File: src/lism_consts.vh
// Purpose: Constants for the linked interrupt status manager
// Assumes: APB byte addresses, 32-bit data
// Notes: Definitions only
`ifndef LISM_CONSTS_VH
`define LISM_CONSTS_VH

// ------------------------------------------------------------
// Register byte offsets
// ------------------------------------------------------------
`define LISM_ADDR_W 12
`define LISM_OFS_FLAG_A 12'h000
`define LISM_OFS_FLAG_B 12'h004
`define LISM_OFS_EN_A 12'h008
`define LISM_OFS_EN_B 12'h00C
`define LISM_OFS_IDLE 12'h010
`define LISM_OFS_COND 12'h014
`define LISM_OFS_CURRENT_PEAK_WORD 12'h018
`define LISM_OFS_VOLTAGE_PEAK_WORD 12'h01C
`define LISM_OFS_SIGN 12'h020

// ------------------------------------------------------------
// Reset values
// ------------------------------------------------------------
`define LISM_RST_WORD 32'h00000000
`define LISM_ZERO_WORD 32'h00000000
`define LISM_RST_BIT 1'b0
`define LISM_SET_BIT 1'b1

// ------------------------------------------------------------
// Linked flag positions
// ------------------------------------------------------------
`define LISM_BIT_RST_DONE 15
// Word b bits 0..2, no-load events
`define LISM_LINK_IDLE 32'h00000007
// Word b bits 16..18, sag, overcurrent, overvoltage
`define LISM_LINK_COND 32'h00070000
// Word b bit 23, current peak
`define LISM_LINK_CURRENT_PEAK_WORD 32'h00800000
// Word b bit 24, voltage peak
`define LISM_LINK_VOLTAGE_PEAK_WORD 32'h01000000
// Word a bits 6..8, 10..12, 9, 13, 18
`define LISM_LINK_SIGN 32'h00043FC0
// Word b bit 15, unmaskable
`define LISM_FORCE_B 32'h00008000

`endif

File: src/lism_flag_bank.v
// Purpose: One 32-bit sticky event flag word with write-one-to-clear
// Assumes: Set and clear pulses from core_clk_i logic
// Notes: Set beats clear in the same cycle
`timescale 1ns/100ps
`include "lism_consts.vh"

module lism_flag_bank (
  input wire core_clk_i,
  input wire resetn_i,
  input wire [31:0] set_i,
  input wire [31:0] clr_i,
  output wire [31:0] flags_o
);

  reg [31:0] flags_q;
  wire [31:0] flags_d;

  // ------------------------------------------------------------
  // Sticky flags
  // ------------------------------------------------------------
  // Set wins so an event during a clear write is not lost
  assign flags_d = (flags_q & ~clr_i) | set_i;

  always @(posedge core_clk_i or negedge resetn_i) begin
    if (!resetn_i) begin
      flags_q <= `LISM_RST_WORD;
    end else begin
      flags_q <= flags_d;
    end
  end

  assign flags_o = flags_q;

endmodule // lism_flag_bank

File: src/lism_irq_manager.v
// Purpose: Event flags, enables, linked phase words and two interrupt outputs
// Assumes: Events and phase words come from core_clk_i logic; APB slave
// Notes: One wait state on every APB access; all outputs from flip-flops
//
// The placing of the registers and the APB register port were chosen for this implementation.
`timescale 1ns/100ps
`include "lism_consts.vh"

module lism_irq_manager (
  input wire core_clk_i,
  input wire resetn_i,
  // APB slave
  input wire psel_i,
  input wire penable_i,
  input wire pwrite_i,
  input wire [11:0] paddr_i,
  input wire [31:0] pwdata_i,
  output wire [31:0] prdata_o,
  output wire pready_o,
  output wire pslverr_o,
  // Event sources
  input wire [31:0] event_a_i,
  input wire [31:0] event_b_i,
  input wire [31:0] phase_idle_i,
  input wire [31:0] phase_condition_i,
  input wire [31:0] current_peak_i,
  input wire [31:0] voltage_peak_i,
  input wire [31:0] power_sign_i,
  // Interrupt pins
  output wire interrupt_out_a_n_o,
  output wire interrupt_out_b_n_o
);

  // ------------------------------------------------------------
  // Declarations
  // ------------------------------------------------------------
  reg [31:0] irq_enable_word_a_q;
  reg [31:0] irq_enable_word_b_q;
  reg [31:0] phase_idle_word_q;
  reg [31:0] phase_condition_word_q;
  reg [31:0] current_peak_word_q;
  reg [31:0] voltage_peak_word_q;
  reg [31:0] power_sign_word_q;
  reg [31:0] prdata_q;
  reg [31:0] prdata_d;
  reg pready_q;
  reg pslverr_q;
  reg pslverr_d;
  reg rst_pend_q;
  reg irq_a_n_q;
  reg irq_b_n_q;
  wire [31:0] flag_a;
  wire [31:0] flag_b;
  wire [31:0] set_a;
  wire [31:0] set_b;
  wire [31:0] clr_a;
  wire [31:0] clr_b;
  wire acc_start;
  wire acc_done;
  wire wr_done;

  // ------------------------------------------------------------
  // Helpers
  // ------------------------------------------------------------
  // True when any event in a linked group fires
  function link_hit;
    input [31:0] evt;
    input [31:0] grp;
    begin
      link_hit = |(evt & grp);
    end
  endfunction

  // Address decode, used for the error answer; read mux decodes the same offsets itself
  function addr_ok;
    input [11:0] addr;
    begin
      if (addr == `LISM_OFS_FLAG_A) begin
        addr_ok = 1'b1;
      end else if (addr == `LISM_OFS_FLAG_B) begin
        addr_ok = 1'b1;
      end else if (addr == `LISM_OFS_EN_A) begin
        addr_ok = 1'b1;
      end else if (addr == `LISM_OFS_EN_B) begin
        addr_ok = 1'b1;
      end else if (addr == `LISM_OFS_IDLE) begin
        addr_ok = 1'b1;
      end else if (addr == `LISM_OFS_COND) begin
        addr_ok = 1'b1;
      end else if (addr == `LISM_OFS_CURRENT_PEAK_WORD) begin
        addr_ok = 1'b1;
      end else if (addr == `LISM_OFS_VOLTAGE_PEAK_WORD) begin
        addr_ok = 1'b1;
      end else if (addr == `LISM_OFS_SIGN) begin
        addr_ok = 1'b1;
      end else begin
        addr_ok = 1'b0;
      end
    end
  endfunction

  // ------------------------------------------------------------
  // APB handshake
  // ------------------------------------------------------------
  // One wait state so read data can come from a flop
  assign acc_start = psel_i & penable_i & ~pready_q;
  assign acc_done = psel_i & penable_i & pready_q;
  assign wr_done = acc_done & pwrite_i & ~pslverr_q;

  always @* begin
    prdata_d = `LISM_ZERO_WORD;
    pslverr_d = ~addr_ok(paddr_i);
    if (paddr_i == `LISM_OFS_FLAG_A) begin
      prdata_d = flag_a;
    end else if (paddr_i == `LISM_OFS_FLAG_B) begin
      prdata_d = flag_b;
    end else if (paddr_i == `LISM_OFS_EN_A) begin
      prdata_d = irq_enable_word_a_q;
    end else if (paddr_i == `LISM_OFS_EN_B) begin
      prdata_d = irq_enable_word_b_q;
    end else if (paddr_i == `LISM_OFS_IDLE) begin
      prdata_d = phase_idle_word_q;
    end else if (paddr_i == `LISM_OFS_COND) begin
      prdata_d = phase_condition_word_q;
    end else if (paddr_i == `LISM_OFS_CURRENT_PEAK_WORD) begin
      prdata_d = current_peak_word_q;
    end else if (paddr_i == `LISM_OFS_VOLTAGE_PEAK_WORD) begin
      prdata_d = voltage_peak_word_q;
    end else if (paddr_i == `LISM_OFS_SIGN) begin
      prdata_d = power_sign_word_q;
    end
  end

  always @(posedge core_clk_i or negedge resetn_i) begin
    if (!resetn_i) begin
      pready_q <= `LISM_RST_BIT;
      pslverr_q <= `LISM_RST_BIT;
      prdata_q <= `LISM_RST_WORD;
    end else begin
      pready_q <= acc_start;
      if (acc_start) begin
        pslverr_q <= pslverr_d;
        // Write access reads back zero
        prdata_q <= pwrite_i ? `LISM_ZERO_WORD : prdata_d;
      end else begin
        pslverr_q <= `LISM_RST_BIT;
        prdata_q <= `LISM_RST_WORD;
      end
    end
  end

  // ------------------------------------------------------------
  // Enable words
  // ------------------------------------------------------------
  always @(posedge core_clk_i or negedge resetn_i) begin
    if (!resetn_i) begin
      irq_enable_word_a_q <= `LISM_RST_WORD;
      irq_enable_word_b_q <= `LISM_RST_WORD;
    end else if (wr_done) begin
      if (paddr_i == `LISM_OFS_EN_A) begin
        irq_enable_word_a_q <= pwdata_i;
      end else if (paddr_i == `LISM_OFS_EN_B) begin
        irq_enable_word_b_q <= pwdata_i;
      end
    end
  end

  // ------------------------------------------------------------
  // Linked per-phase words
  // ------------------------------------------------------------
  // Captured on the same edge the linked flag sets
  always @(posedge core_clk_i or negedge resetn_i) begin
    if (!resetn_i) begin
      phase_idle_word_q <= `LISM_RST_WORD;
      phase_condition_word_q <= `LISM_RST_WORD;
      current_peak_word_q <= `LISM_RST_WORD;
      voltage_peak_word_q <= `LISM_RST_WORD;
      power_sign_word_q <= `LISM_RST_WORD;
    end else begin
      if (link_hit(event_b_i, `LISM_LINK_IDLE)) begin
        phase_idle_word_q <= phase_idle_i;
      end
      if (link_hit(event_b_i, `LISM_LINK_COND)) begin
        phase_condition_word_q <= phase_condition_i;
      end
      if (link_hit(event_b_i, `LISM_LINK_CURRENT_PEAK_WORD)) begin
        current_peak_word_q <= current_peak_i;
      end
      if (link_hit(event_b_i, `LISM_LINK_VOLTAGE_PEAK_WORD)) begin
        voltage_peak_word_q <= voltage_peak_i;
      end
      if (link_hit(event_a_i, `LISM_LINK_SIGN)) begin
        power_sign_word_q <= power_sign_i;
      end
    end
  end

  // ------------------------------------------------------------
  // Flag words
  // ------------------------------------------------------------
  // Reset-done pulse on the first edge after release
  always @(posedge core_clk_i or negedge resetn_i) begin
    if (!resetn_i) begin
      rst_pend_q <= `LISM_SET_BIT;
    end else begin
      rst_pend_q <= `LISM_RST_BIT;
    end
  end

  assign set_a = event_a_i;
  assign set_b = event_b_i | (rst_pend_q ? `LISM_FORCE_B : `LISM_ZERO_WORD);
  // Ones written clear; zeros leave flags alone
  assign clr_a = (wr_done && paddr_i == `LISM_OFS_FLAG_A) ? pwdata_i : `LISM_ZERO_WORD;
  assign clr_b = (wr_done && paddr_i == `LISM_OFS_FLAG_B) ? pwdata_i : `LISM_ZERO_WORD;

  lism_flag_bank u_flag_a (
    .core_clk_i(core_clk_i),
    .resetn_i(resetn_i),
    .set_i(set_a),
    .clr_i(clr_a),
    .flags_o(flag_a)
  );

  lism_flag_bank u_flag_b (
    .core_clk_i(core_clk_i),
    .resetn_i(resetn_i),
    .set_i(set_b),
    .clr_i(clr_b),
    .flags_o(flag_b)
  );

  // ------------------------------------------------------------
  // Interrupt outputs
  // ------------------------------------------------------------
  // Registered, so pin follows flags one cycle later
  always @(posedge core_clk_i or negedge resetn_i) begin
    if (!resetn_i) begin
      irq_a_n_q <= `LISM_SET_BIT;
      irq_b_n_q <= `LISM_SET_BIT;
    end else begin
      irq_a_n_q <= ~|(flag_a & irq_enable_word_a_q);
      // Reset-done ignores its enable bit
      irq_b_n_q <= ~|(flag_b & (irq_enable_word_b_q | `LISM_FORCE_B));
    end
  end

  assign prdata_o = prdata_q;
  assign pready_o = pready_q;
  assign pslverr_o = pslverr_q;
  assign interrupt_out_a_n_o = irq_a_n_q;
  assign interrupt_out_b_n_o = irq_b_n_q;

endmodule // lism_irq_manager

File: config.mk
export PLATFORM = sky130hd
export DESIGN_NAME = lism_irq_manager
export DESIGN_NICKNAME = d
export VERILOG_FILES = /design/src/lism_flag_bank.v /design/src/lism_irq_manager.v
export VERILOG_INCLUDE_DIRS = /design/src
export SDC_FILE = /design/constraint.sdc
export NUM_CORES = 1
export LEC_CHECK = 0
export BUFFER_PORTS_ARGS = -buffer_cell sky130_fd_sc_hd__buf_2
export CAP_MARGIN = 20
export CELL_PAD_IN_SITES_DETAIL_PLACEMENT = 0
export CELL_PAD_IN_SITES_GLOBAL_PLACEMENT = 2
export CORE_ASPECT_RATIO = 1.75
export CORE_MARGIN = 2
export CORE_UTILIZATION = 37
export DETAILED_ROUTE_END_ITERATION = 10
export PLACE_DENSITY = 0.78
export SLEW_MARGIN = 40
export SYNTH_ARGS = -nofsm -noshare
export SYNTH_HDL_FRONTEND = slang
export SYNTH_HIERARCHICAL = 1
export SYNTH_SLANG_ARGS = --single-unit
File: constraint.sdc
create_clock -name core_clk_i -period 2.15 [get_ports core_clk_i]
set_input_delay 0.1075 -clock core_clk_i [delete_from_list [all_inputs] [get_ports core_clk_i]]
set_output_delay 0.1075 -clock core_clk_i [all_outputs]
set_load 0.02 [all_outputs]
==> Word-level counts from Yosys, hierarchy flattened <==
Cells that the tools add are included.
{ "totals": {"inputBits": 273, "out_inout_bits": 36, "elab_cells": 77, "reg_bits": 325} }
{ "op_classes": {"bitwise": 18, "n_mux": 24, "n_reduce_logical": 12, "n_eq_ne": 8} }
{ "op_table": {"columns": ["cell", "count"], "rows": [
  ["32-bit two-way mux", 13],
  ["32-bit AND", 4],
  ["32-bit inverter", 2],
  ["32-bit OR", 2],
  ["32-bit OR reduction", 2],
  ["12-bit by 5-bit == test with 1-bit output (second input constant)", 4],
  ["32-bit by 16-bit OR with 32-bit output", 1],
  ["12-bit by 4-bit == test with 1-bit output (second input constant)", 2],
  ["16-bit two-way mux", 1],
  ["12-bit by 3-bit == test with 1-bit output (second input constant)", 1],
  ["12-bit by 6-bit == test with 1-bit output (second input constant)", 1],
  ["12-bit logical NOT", 1],
  ["1-bit two-way mux", 10],
  ["9-bit OR reduction", 1],
  ["3-bit OR reduction", 2],
  ["1-bit AND", 5],
  ["1-bit inverter", 4],
  ["3-bit AND reduction", 1],
  ["1-bit logical AND", 2],
  ["1-bit logical NOT", 2],
  ["2-bit AND reduction", 1]
]} }

==> Depth between registers and ports, before layout <==
{ "logic_depth": {"depth_word": 12, "ltp_mapped": 7, "depth_no_buf": 6} }

==> Cells and area by module <==
Netlist, hierarchy kept.
{ "by_module_without_submodules": {"columns": ["module", "seq_area_each_um2", "instances", "cells_per_inst", "area_per_inst_um2"], "rows": [
  ["lism_irq_manager", 6535.0, 1, 1076, 13161.4],
  ["lism_flag_bank", 800.8, 2, 96, 1161.1]
]} }

==> Worst setup path after synthesis <==
Ideal clock, no wire load.
{ "synth_timing": {"kind": "reg2reg", "start": "register pready_q (netlist: pready_o)", "end": "register u_flag_a.flags_q[10] (netlist: u_flag_a/flags_o[10])", "setup_time_ps": 118, "arrival_time_ps": 1717, "stages_incl_launch_ff": 8, "synth_period_minus_slack_ps": 1835, "t_required_ps": 2032, "setup_slack_ps": 315, "path_buffers": 1, "cell_sequence": "dfrtp_1 nand2_1 or3_1 nor3_2 clkbuf_1 and2_1 inv_1 a21o_1"} }
{ "synth_between": {"elab_chain_cells": 8} }
{ "synth_rtl": {"columns": ["element", "line", "rtl"], "rows": [
  ["start: declaration", "lism_irq_manager.v:46", "reg pready_q;"],
  ["start signal: assignment", "lism_irq_manager.v:136", "pready_q <= `LISM_RST_BIT;"],
  ["start signal: assignment", "lism_irq_manager.v:140", "pready_q <= acc_start;"],
  ["1-bit AND", "lism_irq_manager.v:107", "assign acc_done = psel_i & penable_i & pready_q;"],
  ["1-bit AND (2 in series)", "lism_irq_manager.v:108", "assign wr_done = acc_done & pwrite_i & ~pslverr_q;"],
  ["1-bit logical AND (no line)", null, null],
  ["32-bit two-way mux (no line)", null, null],
  ["named net clr_a[10]", "lism_irq_manager.v:56", "wire [31:0] clr_a;"],
  ["32-bit inverter", "lism_flag_bank.v:22", "assign flags_d = (flags_q & ~clr_i) | set_i;"],
  ["32-bit AND", "lism_flag_bank.v:22", null],
  ["32-bit OR", "lism_flag_bank.v:22", null],
  ["named net u_flag_a.flags_d[10]", "lism_flag_bank.v:16", "wire [31:0] flags_d;"],
  ["end signal: assignment", "lism_flag_bank.v:26", "flags_q <= `LISM_RST_WORD;"],
  ["end signal: assignment", "lism_flag_bank.v:28", "flags_q <= flags_d;"],
  ["end: declaration", "lism_flag_bank.v:15", "reg [31:0] flags_q;"]
]} }
The timed path passes the listed nets, and every way through them passes these cells.
A chain may end at the register's enable or synchronous reset.

==> Worst setup path in the final report <==
{ "layout_timing": {"start": "register pslverr_q (netlist: pslverr_o)", "end": "register u_flag_b.flags_q[8] (netlist: u_flag_b/flags_o[8])"} }
{ "layout_between": {"elab_chain_cells": 7} }
{ "layout_rtl": {"columns": ["element", "line", "rtl"], "rows": [
  ["start: declaration", "lism_irq_manager.v:47", "reg pslverr_q;"],
  ["start signal: assignment", "lism_irq_manager.v:137", "pslverr_q <= `LISM_RST_BIT;"],
  ["start signal: assignment", "lism_irq_manager.v:142", "pslverr_q <= pslverr_d;"],
  ["start signal: assignment", "lism_irq_manager.v:146", "pslverr_q <= `LISM_RST_BIT;"],
  ["1-bit inverter", "lism_irq_manager.v:108", null],
  ["1-bit AND", "lism_irq_manager.v:108", null],
  ["1-bit logical AND (no line)", null, null],
  ["32-bit two-way mux (no line)", null, null],
  ["named net clr_b[8]", "lism_irq_manager.v:57", "wire [31:0] clr_b;"],
  ["32-bit inverter", "lism_flag_bank.v:22", null],
  ["32-bit AND", "lism_flag_bank.v:22", null],
  ["32-bit OR", "lism_flag_bank.v:22", null],
  ["named net u_flag_b.flags_d[8]", "lism_flag_bank.v:16", null],
  ["end signal: assignment", "lism_flag_bank.v:26", null],
  ["end signal: assignment", "lism_flag_bank.v:28", null],
  ["end: declaration", "lism_flag_bank.v:15", null]
]} }
The timed path passes the listed nets, and every way through them passes these cells.

==> results.json <==
{
  "whs_ns": 0.115,
  "post-cts-setup-buffers": 0,
  "grt_max_degree": 67,
  "cts_buffers": 35,
  "p_leak_nw": 8.94,
  "slowest_stage": "or3_1",
  "antenna_left": 0,
  "cts-resized-gates": 0,
  "syn_area_um2": 15500,
  "cap_violations": 0,
  "grt_pass1_vias": 13500,
  "die_area_um2": 43600,
  "track_usage_pct": 26.3,
  "clk_pin_slew_ns": 0.06,
  "cts_hold_buffers": 257,
  "routed_wl_mm": 57.2,
  "yosysSeqAreaShare_pct": 52.5,
  "htree_levels": 2,
  "hpwlAfterDp_mm": 42.2,
  "synth_top_family_by_area": "multiplexers",
  "synth-xor-area-share_pct": 0,
  "critPathLaunchType": "flip-flop",
  "area_growth_pct": 40.1,
  "root_buffer": "clkbuf_16",
  "final_nets": 2102,
  "finalCritPeriodShare_pct": 87.2,
  "overflow": 0,
  "viasPerCell": 5.29,
  "arrival_ns": 2.30,
  "synth_fp_nets": 1541,
  "diodes": 0,
  "drc": 0,
  "worstPathRequired_ns": 2.57,
  "fmaxAchievable_ghz": 0.534,
  "power_density_nw_per_um2": 657,
  "start_util_pct": 37.3,
  "grt_pass1_wl_mm": 84.0,
  "avgSynthCellArea_um2": 12.2,
  "postLayoutCoreUtil_pct": 52.3,
  "critPathLaunch": "pslverr_o$_DFF_PN0_",
  "crit_path_cell_trace": "or3_1 > nor3_2 > buf_12 > and2_1 > inv_1 > a21o_1",
  "yosys.area_share.adder_pct": 0,
  "fin_skew_ns": 0.00939,
  "layout-drive-gt1-share_pct": 36.9,
  "synth_cell_types": 50,
  "cts_tree": "done",
  "vias": 12700,
  "critPathMaxStageDelay_ns": 0.52,
  "wl_per_cell_um": 23.8,
  "final_common_cell": "dfrtp_1",
  "setup_viol": 0,
  "status": "finished clean",
  "drt_iter0_drc": 608,
  "syn-instance-count": 1268,
  "die_x_um": 159,
  "maxSlewViolCount": 0,
  "rows": 99,
  "tns_ns": 0,
  "rsz0062_at_grt": "no",
  "clk-insertion-delay-late_ns": 0.53,
  "ys_ff_latch": 325,
  "slew_headroom_pct": 55.8,
  "gp_congestion": 0.883,
  "tightest_slew_ns": 0.663,
  "crit_path_max_fanout": 32,
  "die_y_um": 275,
  "min_from": "paddr_i[5]",
  "yosysWarnings": 6,
  "r2r_start": "pslverr_o$_DFF_PN0_",
  "pin_count": 309,
  "core_um2": 41500,
  "period_minus_slack_ns": 1.87,
  "yosys.area_share.simple_pct": 10.0,
  "final_cell_mix": "322 x dfrtp_1, 306 x buf_2, 257 x dlygate4sd3_1, 221 x mux2_2, 65 x and2_1",
  "antenna_found_initial": 1,
  "hp-class": "primary input to flip-flop",
  "hold_viol": 0,
  "io_buffers": 308,
  "cts.sink_count": 325,
  "synthMuxAreaShare_pct": 21.1,
  "place_inst": 2090,
  "peakVddDrop_mv": 0.509,
  "fin_cells": 2407,
  "clock_path_buffers": 3,
  "endpoint_kind": "flip-flop",
  "synth_compound_area_share_pct": 12.4,
  "crit_type": "flip-flop to flip-flop",
  "first_pass_iters": 5
}
-- per-stage QoR --
stage	worst slack (ns)	total power [mW]	cell area, um2
3_5_place_dp	0.159	7.83	18000
6_report	0.276	14.3	21700
2_1_floorplan	0.315	7.07	15500
4_1_cts	0.289	14.4	21700
5_1_grt	0.232	14.7	21700
3_3_place_gp	0.174	7.82	18000
-- routing by layer --
metal  vias up  global-route usage [%]  share of wire, %
met5         -                       0             0.023
met4         2                    15.5               6.7
met3       138                    2.87               3.9
met2       426                    46.1                52
met1      6427                    30.7                38
li1       5749                       -                 -
-- critical path: cells and delay by family, from the launching register on --
family                 cells  cell delay [ns]
flip-flops                 1             0.37
AO/OA/AOI/OAI              1             0.17
buffers and inverters      2             0.27
AND/OR/NAND/NOR            3             0.94
-- layout make-up --
| cell class | instances | area (um2) |
|---|---|---|
| tap | 555 | 694 |
| clock buffer | 51 | 1050 |
| fill | 3581 | 19800 |
| sequential | 325 | 8140 |
| timing repair buffer | 614 | 4690 |
| clock inverter | 9 | 104 |
| inverter | 64 | 240 |
| multi-input combinational | 789 | 6770 |
-- cells by family (layout without fill, tap and decap cells) --
group,count (synthesis),in the layout
flip-flops,325,325
AND/OR/NAND/NOR,270,270
AO/OA/AOI/OAI,259,259
multiplexers,259,259
buffers and inverters,154,738
other,1,1
-- final timing paths --
kind / to / slack (ns) / cells past startpoint
worst max-delay path: u_flag_b/flags_o[8]$_DFF_PN0_ / 0.28 / 6
worst min-delay path: prdata_o[29]$_DFF_PN0_ / 0.12 / 4
worst max register to register: u_flag_b/flags_o[8]$_DFF_PN0_ / 0.28 / 6
worst min register to register: phase_condition_word_q[0]$_DFFE_PN0P_ / 0.51 / 1
max in group asynchronous: phase_idle_word_q[0]$_DFFE_PN0P_ / 1.19 / 3
min in group asynchronous: voltage_peak_word_q[23]$_DFFE_PN0P_ / 0.16 / 2
-- where the power goes --
part / switching (mW) / leakage [nW] / internal [mW] / total, mW
clock: 2.55 / 0.563 / 3.62 / 6.18
combinational: 0.716 / 4.55 / 0.853 / 1.57
sequential: 0.151 / 3.83 / 6.36 / 6.51
-- cell usage after synthesis (all sizes together) --
cell / number / area, um2
dfrtp: 322 / 8060
mux2: 225 / 2530
and2: 65 / 407
nand3: 65 / 338
a21o: 64 / 480
inv: 64 / 240
o21ai: 62 / 310
clkbuf: 58 / 218
nor3: 40 / 233
nand2: 36 / 135
buf: 32 / 163
nor2b: 32 / 200
mux4: 31 / 698
a2111o: 30 / 338
a211o: 30 / 263
a31oi: 30 / 188
a22oi: 21 / 158
nor2: 8 / 30.0
nand4: 6 / 37.5
a221oi: 5 / 43.8
a22o: 5 / 43.8
nor4: 5 / 52.6
a21oi: 3 / 15.0
dfstp: 3 / 78.8
mux2i: 3 / 30.0
or2: 3 / 18.8
a211oi: 2 / 15.0
nand2b: 2 / 12.5
nor4b: 2 / 38.8
o211ai: 2 / 15.0
o311ai: 2 / 17.5
or4: 2 / 15.0
a311oi: 1 / 8.76
and3: 1 / 6.26
conb: 1 / 3.75
nor3b: 1 / 7.51
o2111ai: 1 / 8.76
o31a: 1 / 8.76
or3: 1 / 6.26
or4b: 1 / 10.0
(Power assumes the default switching activity.)
